===== src/pkg/dac_decode_pkg.sv =====
// Purpose: Shared widths, field positions and carrier types for the DAC input decoder
// Assumes: 12-bit sample word, 5/4/3 segmentation
// Notes:   Every sample width and field position used by the core lives here; its checks also use literal words such as 12'hfff
package dac_decode_pkg;
  localparam int SAMPLE_W     = 12;  // Sample word width
  localparam int TOP_W        = 5;   // Thermometer-coded top field
  localparam int MID_W        = 4;   // Thermometer-coded middle field
  localparam int LOW_W        = 3;   // Binary-weighted low field
  localparam int TOP_SEGS     = 31;  // Equal top segments
  localparam int MID_SEGS     = 15;  // Equal middle segments
  localparam int TOP_LSB      = 7;   // Position of top field
  localparam int MID_LSB      = 3;   // Position of middle field
  localparam int MSB_POS      = 11;  // Sign / most significant bit
  localparam int FULL_SCALE   = 4095;  // Largest unsigned code
  localparam int MID_PER_TOP  = 16;  // Middle weight per top segment
  localparam int LOW_PER_MID  = 8;   // Low weight per middle segment
  localparam real MAX_RATE_MSPS = 165.0;  // Highest sample rate
  localparam logic [SAMPLE_W-1:0] ZERO_WORD = 12'h000;  // Idle word

  // One complete set of switch controls
  typedef struct packed {
    logic [TOP_SEGS-1:0] top_on;   // Top segments to primary
    logic [MID_SEGS-1:0] mid_on;   // Middle segments to primary
    logic [LOW_W-1:0]    low_on;   // Binary bits to primary
  } switch_set_t;

  // Drive pair toward primary and complementary outputs
  typedef struct packed {
    switch_set_t to_primary;       // Set means source on primary
    switch_set_t to_complement;    // Set means source on complementary
  } switch_drive_t;
endpackage


===== src/core/segmented_dac_input_decoder.sv =====
// Purpose: Digital front end of a 12-bit segmented current-steering converter
// Assumes: One sample clock, source synchronous to it; format and power-down are slow straps
// Notes:   Latch, format conversion, segment decode, complementary drive registers
`timescale 1ns/1ps

// Notes on behaviour
// - Bit 11 most significant, bit 0 least
// - Full word captured each rising edge
// - Format low binary, high two's complement
// - Power-down input forces low-power idle state
// - Binary all-ones primary, all-zeros complementary
// - Top five bits: 31-segment thermometer
// - Next four bits: 15 sixteenth-weight sources
// - Low bits pass through binary weighted
// - Each source steered to exactly one output
// - One sample per clock, no stalls
// - Zero current on idle output extremes
// - Code 0..4095, complement is 4095 minus
module segmented_dac_input_decoder (
  input  wire logic                                 sys_clk_in,            // Sample clock
  input  wire logic                                 rst_b_in,              // Async reset, low
  input  wire logic                                 sample_bit_top,        // Most significant bit
  input  wire logic [dac_decode_pkg::SAMPLE_W-3:0]  sample_bits_middle,    // Bits 10 down to 1
  input  wire logic                                 sample_bit_bottom,     // Least significant bit
  input  wire logic                                 format_twos_in,        // High: two's complement
  input  wire logic                                 power_down_in,         // High: low-power state
  output dac_decode_pkg::switch_drive_t             switch_drive_out,      // Switch controls
  output logic      [dac_decode_pkg::SAMPLE_W-1:0]  dac_code_out,          // Effective code
  output logic      [dac_decode_pkg::SAMPLE_W-1:0]  complement_code_out,   // 4095 minus code
  output logic                                      powered_down_out       // Low-power state
);
  //////////////////////////////////////////////////////////////////////////////
  // Timing overview
  //////////////////////////////////////////////////////////////////////////////

  // Edge 1: the pin word lands in the input latch.
  // Edge 2: format, decode and drive registers take the new code.
  // Mode and power-down pins need one more edge: two synchroniser stages, then the drive registers.
  // No valid or ready: every edge carries a sample, back to back.
  // Hazard: the data pins have no synchroniser, so the source must be
  // timed to this clock; a stale or skewed word is latched as it stands.

  //////////////////////////////////////////////////////////////////////////////
  // Functions
  //////////////////////////////////////////////////////////////////////////////

  // Convert a captured word to the unsigned code
  // Sign flip only; the lower eleven bits keep their weight
  function automatic logic [dac_decode_pkg::SAMPLE_W-1:0] to_code(
    input logic [dac_decode_pkg::SAMPLE_W-1:0] word,
    input logic                                twos);
    logic [dac_decode_pkg::SAMPLE_W-1:0] res;
    res = word;
    if (twos) begin
      res[dac_decode_pkg::MSB_POS] = ~word[dac_decode_pkg::MSB_POS];
    end
    return res;
  endfunction

  // Weighted sum of a switch set in low-bit units
  // Used only by the checks below, never in the data path
  function automatic int weight_of(input dac_decode_pkg::switch_set_t s);
    int w;
    w = $countones(s.top_on) * dac_decode_pkg::MID_PER_TOP * dac_decode_pkg::LOW_PER_MID
      + $countones(s.mid_on) * dac_decode_pkg::LOW_PER_MID
      + int'(s.low_on);
    return w;
  endfunction

  //////////////////////////////////////////////////////////////////////////////
  // Pin synchronisers for static straps
  //////////////////////////////////////////////////////////////////////////////

  logic [1:0] fmt_sync_reg;   // Format select, two stages
  logic [1:0] pd_sync_reg;    // Power-down, two stages

  // Format pin: a slow strap, not timed to the sample clock.
  // Two stages keep a metastable first flop away from the decode.
  always_ff @(posedge sys_clk_in or negedge rst_b_in) begin
    if (!rst_b_in) begin
      fmt_sync_reg <= 2'h0;  // Straight binary out of reset
    end else begin
      fmt_sync_reg <= {fmt_sync_reg[0], format_twos_in};
    end
  end

  // Power-down pin: same two-stage treatment as the format pin.
  // Limitation: a pulse shorter than a clock may be missed.
  always_ff @(posedge sys_clk_in or negedge rst_b_in) begin
    if (!rst_b_in) begin
      pd_sync_reg <= 2'h0;  // Awake out of reset
    end else begin
      pd_sync_reg <= {pd_sync_reg[0], power_down_in};
    end
  end

  logic fmt_twos;   // Synchronised format
  logic pd_active;  // Synchronised power-down
  assign fmt_twos  = fmt_sync_reg[1];
  assign pd_active = pd_sync_reg[1];

  //////////////////////////////////////////////////////////////////////////////
  // Input latch
  //////////////////////////////////////////////////////////////////////////////

  logic [dac_decode_pkg::SAMPLE_W-1:0] pin_word;   // Assembled pin word
  logic [dac_decode_pkg::SAMPLE_W-1:0] held_word;  // Latched word

  // Top pin is the MSB, bottom pin the LSB
  assign pin_word = {sample_bit_top, sample_bits_middle, sample_bit_bottom};

  // Own module, so the capture stage can sit next to the pins
  sample_latch u_latch (
    .sys_clk_in (sys_clk_in),
    .rst_b_in   (rst_b_in),
    .word_in    (pin_word),
    .word_out   (held_word)
  );

  //////////////////////////////////////////////////////////////////////////////
  // Format conversion and segment decode
  //////////////////////////////////////////////////////////////////////////////

  logic [dac_decode_pkg::SAMPLE_W-1:0] code_next;  // Unsigned code
  assign code_next = to_code(held_word, fmt_twos);

  // Segmentation of the 12-bit code, heaviest field first:
  //   top field     five bits, 31 equal segments
  //   middle field  four bits, 15 sources, each a sixteenth of a top one
  //   low field     three bits, binary fractions of one middle source
  // Thermometer fields cost more switches but keep each step monotonic.
  logic [dac_decode_pkg::TOP_SEGS-1:0] top_therm;  // Top segment enables
  logic [dac_decode_pkg::MID_SEGS-1:0] mid_therm;  // Middle source enables
  logic [dac_decode_pkg::LOW_W-1:0]    low_bits;   // Binary-weighted enables
  dac_decode_pkg::switch_set_t         set_next;   // Decoded primary controls

  // One carrier for the three fields
  assign set_next = '{top_on: top_therm, mid_on: mid_therm, low_on: low_bits};

  // Top field into 31 equal segments
  therm_decoder #(
    .IN_W (dac_decode_pkg::TOP_W),
    .SEGS (dac_decode_pkg::TOP_SEGS)
  ) u_top (
    .value_in  (code_next[dac_decode_pkg::TOP_LSB +: dac_decode_pkg::TOP_W]),
    .therm_out (top_therm)
  );

  // Middle field into 15 sixteenth-weight sources
  therm_decoder #(
    .IN_W (dac_decode_pkg::MID_W),
    .SEGS (dac_decode_pkg::MID_SEGS)
  ) u_mid (
    .value_in  (code_next[dac_decode_pkg::MID_LSB +: dac_decode_pkg::MID_W]),
    .therm_out (mid_therm)
  );

  // Low bits go straight to binary-weighted sources
  // No decode here: three binary switches are cheaper than seven unit ones
  assign low_bits = code_next[dac_decode_pkg::LOW_W-1:0];

  //////////////////////////////////////////////////////////////////////////////
  // Output drive registers
  //////////////////////////////////////////////////////////////////////////////

  localparam logic [dac_decode_pkg::SAMPLE_W-1:0] FULL_WORD =
    dac_decode_pkg::SAMPLE_W'(dac_decode_pkg::FULL_SCALE);  // All-ones code

  dac_decode_pkg::switch_set_t         set_reg;        // Registered primary set
  dac_decode_pkg::switch_set_t         comp_set_reg;   // Registered complementary set
  logic [dac_decode_pkg::SAMPLE_W-1:0] code_reg;       // Registered code
  logic [dac_decode_pkg::SAMPLE_W-1:0] comp_code_reg;  // Registered complement code
  logic                                pd_reg;         // Registered power state

  // Primary set: a fresh decode every clock, no stall.
  // Power-down parks it at zero rather than a third switch state.
  always_ff @(posedge sys_clk_in or negedge rst_b_in) begin
    if (!rst_b_in) begin
      set_reg <= '0;
    end else if (pd_active) begin
      set_reg <= '0;
    end else begin
      set_reg <= set_next;
    end
  end

  // Complementary set: own flops, so both switch inputs launch on one edge.
  // Both come from one next value, so no source sits on both or neither.
  always_ff @(posedge sys_clk_in or negedge rst_b_in) begin
    if (!rst_b_in) begin
      comp_set_reg <= '1;
    end else if (pd_active) begin
      comp_set_reg <= '1;
    end else begin
      comp_set_reg <= ~set_next;
    end
  end

  // Effective code, reported alongside the switch controls
  always_ff @(posedge sys_clk_in or negedge rst_b_in) begin
    if (!rst_b_in) begin
      code_reg <= dac_decode_pkg::ZERO_WORD;
    end else if (pd_active) begin
      code_reg <= dac_decode_pkg::ZERO_WORD;
    end else begin
      code_reg <= code_next;
    end
  end

  // Complement code: registered so the output leaves a flop, not a subtractor
  always_ff @(posedge sys_clk_in or negedge rst_b_in) begin
    if (!rst_b_in) begin
      comp_code_reg <= FULL_WORD;
    end else if (pd_active) begin
      comp_code_reg <= FULL_WORD;
    end else begin
      comp_code_reg <= FULL_WORD - code_next;
    end
  end

  // Power state flag, in step with the parked drive
  always_ff @(posedge sys_clk_in or negedge rst_b_in) begin
    if (!rst_b_in) begin
      pd_reg <= 1'b0;
    end else begin
      pd_reg <= pd_active;
    end
  end

  // Outputs straight from the registers above
  assign switch_drive_out    = '{to_primary: set_reg, to_complement: comp_set_reg};
  assign dac_code_out        = code_reg;
  assign complement_code_out = comp_code_reg;
  assign powered_down_out    = pd_reg;

  //////////////////////////////////////////////////////////////////////////////
  // Assertions
  //////////////////////////////////////////////////////////////////////////////

  // Each check reads the registered outputs one edge after their cause.
  // Power-down cycles are excluded where the drive is parked on purpose.

  a_drive_complementary: assert property (@(posedge sys_clk_in) disable iff (!rst_b_in)
    (switch_drive_out.to_primary ^ switch_drive_out.to_complement) == '1)
    else $error("switch drive not complementary");

  a_weight_matches_code: assert property (@(posedge sys_clk_in) disable iff (!rst_b_in)
    weight_of(switch_drive_out.to_primary) == int'(dac_code_out))
    else $error("primary weight differs from code");

  a_top_thermometer: assert property (@(posedge sys_clk_in) disable iff (!rst_b_in)
    $countones(set_reg.top_on) == int'(code_reg[dac_decode_pkg::TOP_LSB +: dac_decode_pkg::TOP_W]))
    else $error("top segment count wrong");

  a_mid_thermometer: assert property (@(posedge sys_clk_in) disable iff (!rst_b_in)
    $countones(set_reg.mid_on) == int'(code_reg[dac_decode_pkg::MID_LSB +: dac_decode_pkg::MID_W]))
    else $error("middle segment count wrong");

  a_pipe_latency: assert property (@(posedge sys_clk_in) disable iff (!rst_b_in)
    !pd_active |=> code_reg == to_code($past(held_word), $past(fmt_twos)))
    else $error("code does not follow latched word");

  a_binary_full: assert property (@(posedge sys_clk_in) disable iff (!rst_b_in)
    (!fmt_twos && !pd_active && held_word == 12'hfff) |=> switch_drive_out.to_complement == '0)
    else $error("all ones not fully primary");

  a_binary_zero: assert property (@(posedge sys_clk_in) disable iff (!rst_b_in)
    (!fmt_twos && !pd_active && held_word == 12'h000) |=> switch_drive_out.to_primary == '0)
    else $error("all zeros leaves primary current");

  a_twos_msb_flip: assert property (@(posedge sys_clk_in) disable iff (!rst_b_in)
    (fmt_twos && !pd_active) |=> code_reg[dac_decode_pkg::MSB_POS] != $past(held_word[dac_decode_pkg::MSB_POS]))
    else $error("sign bit not inverted");

  a_power_down: assert property (@(posedge sys_clk_in) disable iff (!rst_b_in)
    pd_active |=> powered_down_out && switch_drive_out.to_primary == '0)
    else $error("power-down not applied");

  a_park_complement: assert property (@(posedge sys_clk_in) disable iff (!rst_b_in)
    pd_active |=> switch_drive_out.to_complement == '1 && complement_code_out == '1)
    else $error("power-down not parked on complementary side");

  a_low_passthrough: assert property (@(posedge sys_clk_in) disable iff (!rst_b_in)
    set_reg.low_on == code_reg[dac_decode_pkg::LOW_W-1:0])
    else $error("binary low bits differ from code");

  a_weight_complement: assert property (@(posedge sys_clk_in) disable iff (!rst_b_in)
    weight_of(switch_drive_out.to_complement) == int'(complement_code_out))
    else $error("complementary weight differs from code");

  a_codes_sum: assert property (@(posedge sys_clk_in) disable iff (!rst_b_in)
    int'(dac_code_out) + int'(complement_code_out) == dac_decode_pkg::FULL_SCALE)
    else $error("codes do not sum to full scale");

  // Main scenarios: two's complement format, both extremes, a sleep and a wake
  c_twos_mode: cover property (@(posedge sys_clk_in) disable iff (!rst_b_in) fmt_twos && !pd_reg);
  c_full_scale: cover property (@(posedge sys_clk_in) disable iff (!rst_b_in) dac_code_out == 12'hfff);
  c_sleep_wake: cover property (@(posedge sys_clk_in) disable iff (!rst_b_in) pd_reg ##1 !pd_reg);
  c_zero_scale: cover property (@(posedge sys_clk_in) disable iff (!rst_b_in) dac_code_out == '0 && !pd_reg);
  c_power_down: cover property (@(posedge sys_clk_in) disable iff (!rst_b_in) pd_active ##1 pd_reg);
endmodule // segmented_dac_input_decoder


===== src/core/sample_latch.sv =====
// Purpose: Edge-triggered latch of the parallel sample word
// Assumes: Source meets setup/hold around rising edge
// Notes:   Single capture stage, no extra pipeline
`timescale 1ns/1ps
module sample_latch (
  input  wire logic                                  sys_clk_in,   // Sample clock
  input  wire logic                                  rst_b_in,     // Async reset, low
  input  wire logic [dac_decode_pkg::SAMPLE_W-1:0]   word_in,      // Word from pins
  output logic      [dac_decode_pkg::SAMPLE_W-1:0]   word_out      // Captured word
);
  logic [dac_decode_pkg::SAMPLE_W-1:0] word_reg;  // Holding register

  // Capture the whole word every rising edge
  // Synchroniser is deliberately absent: the source is timed to this clock
  always_ff @(posedge sys_clk_in or negedge rst_b_in) begin
    if (!rst_b_in) begin
      word_reg <= dac_decode_pkg::ZERO_WORD;
    end else begin
      word_reg <= word_in;
    end
  end

  assign word_out = word_reg;
endmodule // sample_latch


===== src/core/therm_decoder.sv =====
// Purpose: Binary to thermometer decoder for one segment field
// Assumes: SEGS equals 2**IN_W - 1
// Notes:   Purely combinational, registered by the caller
`timescale 1ns/1ps
module therm_decoder #(
  parameter int IN_W = 5,   // Field width
  parameter int SEGS = 31   // Segment count
) (
  input  wire logic [IN_W-1:0] value_in,   // Field value
  output logic      [SEGS-1:0] therm_out   // Lowest value_in bits set
);
  // Segment k on when value exceeds k, so count of ones equals value
  always_comb begin
    for (int k = 0; k < SEGS; k++) begin
      therm_out[k] = (32'(value_in) > k);
    end
  end
endmodule // therm_decoder


===== config.mk =====
export PLATFORM = sky130hd
export DESIGN_NAME = segmented_dac_input_decoder
export DESIGN_NICKNAME = d
export VERILOG_FILES = /design/src/pkg/dac_decode_pkg.sv /design/src/core/segmented_dac_input_decoder.sv /design/src/core/sample_latch.sv /design/src/core/therm_decoder.sv
export SDC_FILE = /design/constraint.sdc
export NUM_CORES = 1
export LEC_CHECK = 0
export BUFFER_PORTS_ARGS = -buffer_cell sky130_fd_sc_hd__buf_2
export CORE_UTILIZATION = 45
export CTS_CLUSTER_DIAMETER = 30
export DETAILED_ROUTE_END_ITERATION = 6
export PLACE_DENSITY = 0.75
export SYNTH_ARGS = -nofsm -noshare
export SYNTH_HDL_FRONTEND = slang
export SYNTH_SLANG_ARGS = --single-unit

===== constraint.sdc =====
create_clock -name sys_clk_in -period 1.3 [get_ports sys_clk_in]
set_input_delay 0.13 -clock sys_clk_in [delete_from_list [all_inputs] [get_ports sys_clk_in]]
set_output_delay 0.13 -clock sys_clk_in [all_outputs]
set_load 0.01 [all_outputs]

### After elaboration in Yosys (flattened, before gate mapping)

Cells that the tools add are included.

| operators by class | value |
|---|---|
| add/subtract/negate cells | 1 |
| magnitude comparators | 46 |
| muxes and demuxes | 5 |
| bitwise gates (word level) | 2 |

Operators by type and width:

| cell | number |
|---|---|
| 49-bit 2-to-1 mux | 2 |
| 5-bit greater-than comparator (second input constant) | 15 |
| 49-bit inverter | 1 |
| 5-bit by 4-bit greater-than comparator with 1-bit output (second input constant) | 8 |
| 4-bit greater-than comparator (second input constant) | 7 |
| 12-bit 2-to-1 mux | 2 |
| 5-bit by 3-bit greater-than comparator with 1-bit output (second input constant) | 4 |
| 4-bit by 3-bit greater-than comparator with 1-bit output (second input constant) | 4 |
| 12-bit subtractor (first input constant) | 1 |
| 5-bit by 1-bit greater-than comparator with 1-bit output (second input constant) | 2 |
| 5-bit by 2-bit greater-than comparator with 1-bit output (second input constant) | 2 |
| 4-bit by 1-bit greater-than comparator with 1-bit output (second input constant) | 2 |
| 4-bit by 2-bit greater-than comparator with 1-bit output (second input constant) | 2 |
| 1-bit 2-to-1 mux | 1 |
| 1-bit inverter | 1 |

| storage, ports and cells | value |
|---|---|
| register bits | 139 |
| input port bits | 16 |
| output and inout bits | 123 |

### Logic depth before layout (Yosys ltp)

| depth | value |
|---|---|
| depth in word-level cells | 5 |
| mapped depth | 5 |
| depth with buffers taken out | 3 |

### Hierarchy

From an unflattened synthesis, not the netlist that was laid out.

| second synthesis, totals | value |
|---|---|
| cell total of the unflattened synthesis | 343 |
| area total of the unflattened synthesis | 4580.6 um2 |

Modules (own cells, without submodules):

| module | instances | cells each | area an instance (um2) | seq. area each (um2) |
|---|---|---|---|---|
| segmented_dac_input_decoder | 1 | 250 | 3834.9 | 3100.5 |
| therm_decoder (u_top) | 1 | 57 | 305.3 | 0.0 |
| sample_latch | 1 | 12 | 300.3 | 300.3 |
| therm_decoder (u_mid) | 1 | 24 | 140.1 | 0.0 |

### Least setup slack after synthesis

Ideal clock, no wire load.

| path | value |
|---|---|
| path type | register -> register |
| start point | reg fmt_sync_reg[1] |
| end point | reg set_reg (netlist bit switch_drive_out[67]) |
| library setup time | 0.140 ns |
| arrival | 1.081 ns |
| slack | 0.079 ns |
| cell stages (with the launch flop) | 5 |
| cells stage by stage | dfrtp_1 -> xnor2_2 -> buf_6 -> buf_2 -> a21oi_1 |

| on the way | value |
|---|---|
| word-level cells in the longest chain between the ends | 3 |

Ends and longest elaborated chain:

| element | RTL line | text |
|---|---|---|
| start, declared | segmented_dac_input_decoder.sv:74 | `logic [1:0] fmt_sync_reg;` |
| start signal, assigned | segmented_dac_input_decoder.sv:83 | `fmt_sync_reg <= {fmt_sync_reg[0], format_twos_in};` |
| 1-bit 2-to-1 mux | segmented_dac_input_decoder.sv:54 | `if (twos) begin` |
| 5-bit by 1-bit greater-than comparator with 1-bit output | therm_decoder.sv:15 | `therm_out[k] = (32'(value_in) > k);` |
| 49-bit 2-to-1 mux | segmented_dac_input_decoder.sv:180 | `end else if (pd_active) begin` |
| end signal, assigned | segmented_dac_input_decoder.sv:183 | `set_reg <= set_next;` |
| end, declared | segmented_dac_input_decoder.sv:169 | `dac_decode_pkg::switch_set_t set_reg;` |

No other way between the ends.

### Final worst setup path

| path | value |
|---|---|
| start point | reg comp_set_reg (netlist bit switch_drive_out[25]) |
| end point | out switch_drive_out[25] (netlist name) |

RTL lines:

| element | RTL line | text |
|---|---|---|
| start, declared | segmented_dac_input_decoder.sv:170 | `dac_decode_pkg::switch_set_t comp_set_reg;` |
| start signal, assigned | segmented_dac_input_decoder.sv:195 | `comp_set_reg <= ~set_next;` |
| end, declared | segmented_dac_input_decoder.sv:27 | `output dac_decode_pkg::switch_drive_t switch_drive_out,` |

No word-level cell between the ends.

==> metrics <==
initial antenna violation count=0; CTS Buf Count=17; Clock Sink Count=about 130; residual antenna-violating net count after detailed routing=0; data required time of the worst path=1.17 ns; die span in y=roughly 100 um; Hold Worst Slack=~0.21 ns; 1st-iter DRT viols=90; synthesized-area fraction occupied by ao, oa, aoi and oai cells=8.88%; flip-flop and latch count after synthesis=around 130; post-synth net total=317; number of flops mapped to enable cells by yosys=0; adder and majority cell fraction of the synthesized area=0%; Hold/Removal Path Class=input pin to async pin; clock tree from TritonCTS=built; routability congestion estimate=roughly 0.86; share of synthesized cell area in and, or, nand and nor gates=about 7.8%; Die ar.=0.0101 mm^2; number of top-level pins=approximately 140; total via count in the routed design=around 2900; critical path fanouts, max=1; clock slew at the register clock pins of the worst setup and hold paths=roughly 0.060 ns; overall overflow remaining after global route=0; Area growth, synth to finish=48.4%; global-route wire length before repair=between 10000 and 15000 um; arrival time at the worst endpoint=1.14 ns; vias in the first global route=2965; netlist area before placement=0.00435 mm^2; flop2flop setup slack=0.03 ns; Routed wire per std cell=roughly 16 um; Primary FF master, synth=sky130_fd_sc_hd__dfrtp_1; initial cell density of the core=roughly 47%; result of the run=finished clean; number of nets at the end of the flow=around 500; Peak supply drop=roughly 900 uV; buffer levels on the longest clock path=2; final setup fails=0; Setup TNS Final=0 ns; XOR/XNOR share of the synthesized area=less than 1%; clk_lat worst skew=between 0.4 and 0.5 ns; share of cell area taken by muxes after synthesis=0%; achievable frequency=just under 0.8 GHz; final hold vios=0; clock skew after layout=between 0.01 and 0.015 ns; static leakage power=just over 3 nW; CP max stage cell=sky130_fd_sc_hd__dfstp_2; fill count=~680; clock root buffer=sky130_fd_sc_hd__clkbuf_8; number of max-cap violations=0; Slew HR=between 60% and 70%; core outline area=0.00928 mm^2; Critical Path Start Type=register; delay of the slowest critical-path stage=roughly 0.54 ns; pin count of the biggest net entering global routing=84; layout cell share with drive strength beyond 1=56.2%; synthesized instance count=about 300; via count normalized by instance count=about 4.8; WP buf/inv=1; IO Port Bufs=between 100 and 150; number of remaining DRC errors=0; Setup crit end kind=output pin; Mapped Avg Cell Area=approximately 14 um^2; critical path type=register to output pin; RSZ-0062 raised after global routing=yes; Levels on crit path=1; Std-Cell Rows=35; capture instance of the worst register-to-register path=switch_drive_out[46]; cell count of the worst reg-to-reg path=3; minimum clock period after layout=~1.3 ns; fraction of registers with async set/reset=100%; global-route usage over all layers=roughly 20%; total wire length=between 9000 and 10000 um; Synth cell types=39; setup repair bufs after CTS=0; critical path, cell by cell=buf_6; final period utilization=97.6%; Pins Over Slew Limit=0; cell family with most CP delay=flip-flops; Power per Cell Area=1640 mW/mm^2; dominant combinational cell family by area after synthesis=compound AO/OA/AOI/OAI gates; Ant. Diodes=0; depth of the CTS H-tree=4; startpoint of the lowest-slack register-to-register path=fmt_sync_reg[1]; max reg flops=just over 90; die boundary width=100 um; Slew @ Worst Pin=between 0.5 and 0.6 ns; first-pass iteration count of the detailed router=4; register area share after synthesis=between 70% and 80%; count of yosys warnings during synthesis=0; DPL Wire Length=approximately 6300 um
synth_stat cells (3+ instances only):
cell type	number	area [um^2]
sky130_fd_sc_hd__dfstp_2	57	1500
sky130_fd_sc_hd__a21o_1	10	75.1
sky130_fd_sc_hd__nor3_1	15	75.1
sky130_fd_sc_hd__nand2b_1	3	18.8
sky130_fd_sc_hd__a2bb2oi_1	4	35.0
sky130_fd_sc_hd__or3_1	12	75.1
sky130_fd_sc_hd__inv_1	14	52.6
sky130_fd_sc_hd__nand3_1	3	15.0
sky130_fd_sc_hd__o21a_1	4	30.0
sky130_fd_sc_hd__nor2_1	10	37.5
sky130_fd_sc_hd__nand2_1	7	26.3
sky130_fd_sc_hd__o21ai_0	8	40.0
sky130_fd_sc_hd__buf_2	16	80.1
sky130_fd_sc_hd__a21oi_1	13	65.1
sky130_fd_sc_hd__clkbuf_1	3	11.3
sky130_fd_sc_hd__buf_4	11	82.6
sky130_fd_sc_hd__dfrtp_1	74	1850
sky130_fd_sc_hd__nor2b_1	8	50.1
sky130_fd_sc_hd__o22ai_1	4	25.0
cell type report:
class | instances | area, um^2 | area share, %
Clock inverter | 4 | 120 | 1.86
Multi-Input combinational cell | 123 | 795 | 12.3
Clock buffer | 28 | 505 | 7.82
Timing Repair Buffer | 185 | 1470 | 22.7
Tap cell | 129 | 161 | 2.50
Sequential cell | 131 | 3360 | 51.9
Inverter | 15 | 56.3 | 0.871
placed cells by master (no fill, tap or decap), types with 9 or more instances in the layout:
cell and instances:
sky130_fd_sc_hd__dfrtp_1 69, sky130_fd_sc_hd__buf_4 30, sky130_fd_sc_hd__or3_1 12, sky130_fd_sc_hd__dlygate4sd3_1 15, sky130_fd_sc_hd__inv_1 14, sky130_fd_sc_hd__buf_6 53, sky130_fd_sc_hd__a21oi_1 12, sky130_fd_sc_hd__nor2_1 9
sky130_fd_sc_hd__a21o_1 10, sky130_fd_sc_hd__buf_2 83, sky130_fd_sc_hd__dfstp_2 57, sky130_fd_sc_hd__nor3_1 14, sky130_fd_sc_hd__clkbuf_16 16
stage by stage:
| stage | std cells | area, um^2 | util (%) | total power [W] | setup WS (ns) |
|---|---|---|---|---|---|
| floorplan | 301 | 4350 | - | 0.00501 | 0.0792 |
| global placement | 568 | 5310 | 57.2 | 0.00547 | -0.0416 |
| detailed placement | 568 | 5310 | 57.2 | 0.00550 | -0.0467 |
| CTS | 615 | 6140 | 66.1 | 0.0105 | -0.00639 |
| global route | 615 | 6460 | 69.6 | 0.0110 | -0.0243 |
| finish | 615 | 6460 | 69.6 | 0.0106 | 0.0313 |
power by group:
part	total [W]	internal (W)	switching [W]
logic	0.00109	0.000528	0.000558
clock network	0.00494	0.00338	0.00156
registers	0.00454	0.00442	0.000125
total	0.0106	0.00832	0.00225
worst max path at each step:
| stage | slack (ns) | start | end |
|---|---|---|---|
| after global placement | -0.04 | u_latch.word_out[9] | switch_drive_out[96] |
| after CTS | -0.006 | complement_code_out[6] | switch_drive_out[10] |
| after detailed placement | -0.05 | u_latch.word_out[9] | switch_drive_out[96] |
| final | 0.03 | switch_drive_out[25] | switch_drive_out[25] |
| after floorplan | 0.08 | fmt_sync_reg[1] | switch_drive_out[67] |
| after global routing | -0.02 | complement_code_out[1] | complement_code_out[1] |
kinds of logic after synthesis:
logic type,count (synthesis)
AO/OA/AOI/OAI,57
buffers and inverters,47
XOR/XNOR,2
AND/OR/NAND/NOR,64
flip-flops,131
per-layer routing:
layer / global-route usage, % / vias up / share of wire, %
met5: 0 / - / 0
li1: - / 1342 / -
met4: 8.47 / 0 / 1.9
met3: 6.06 / 16 / 4.9
met1: 24.6 / 1478 / 41
met2: 33.1 / 105 / 52
timing repair:
item / 4_1_cts / 5_1_grt
gates resized for setup: 8 / 59
pin swaps: 0 / 0
endpoints found under the hold margin: 122 / 0
setup endpoints to repair: 12 / 87
hold buffers: 15 / 0
Note: power is estimated with default switching activity, not from simulation.
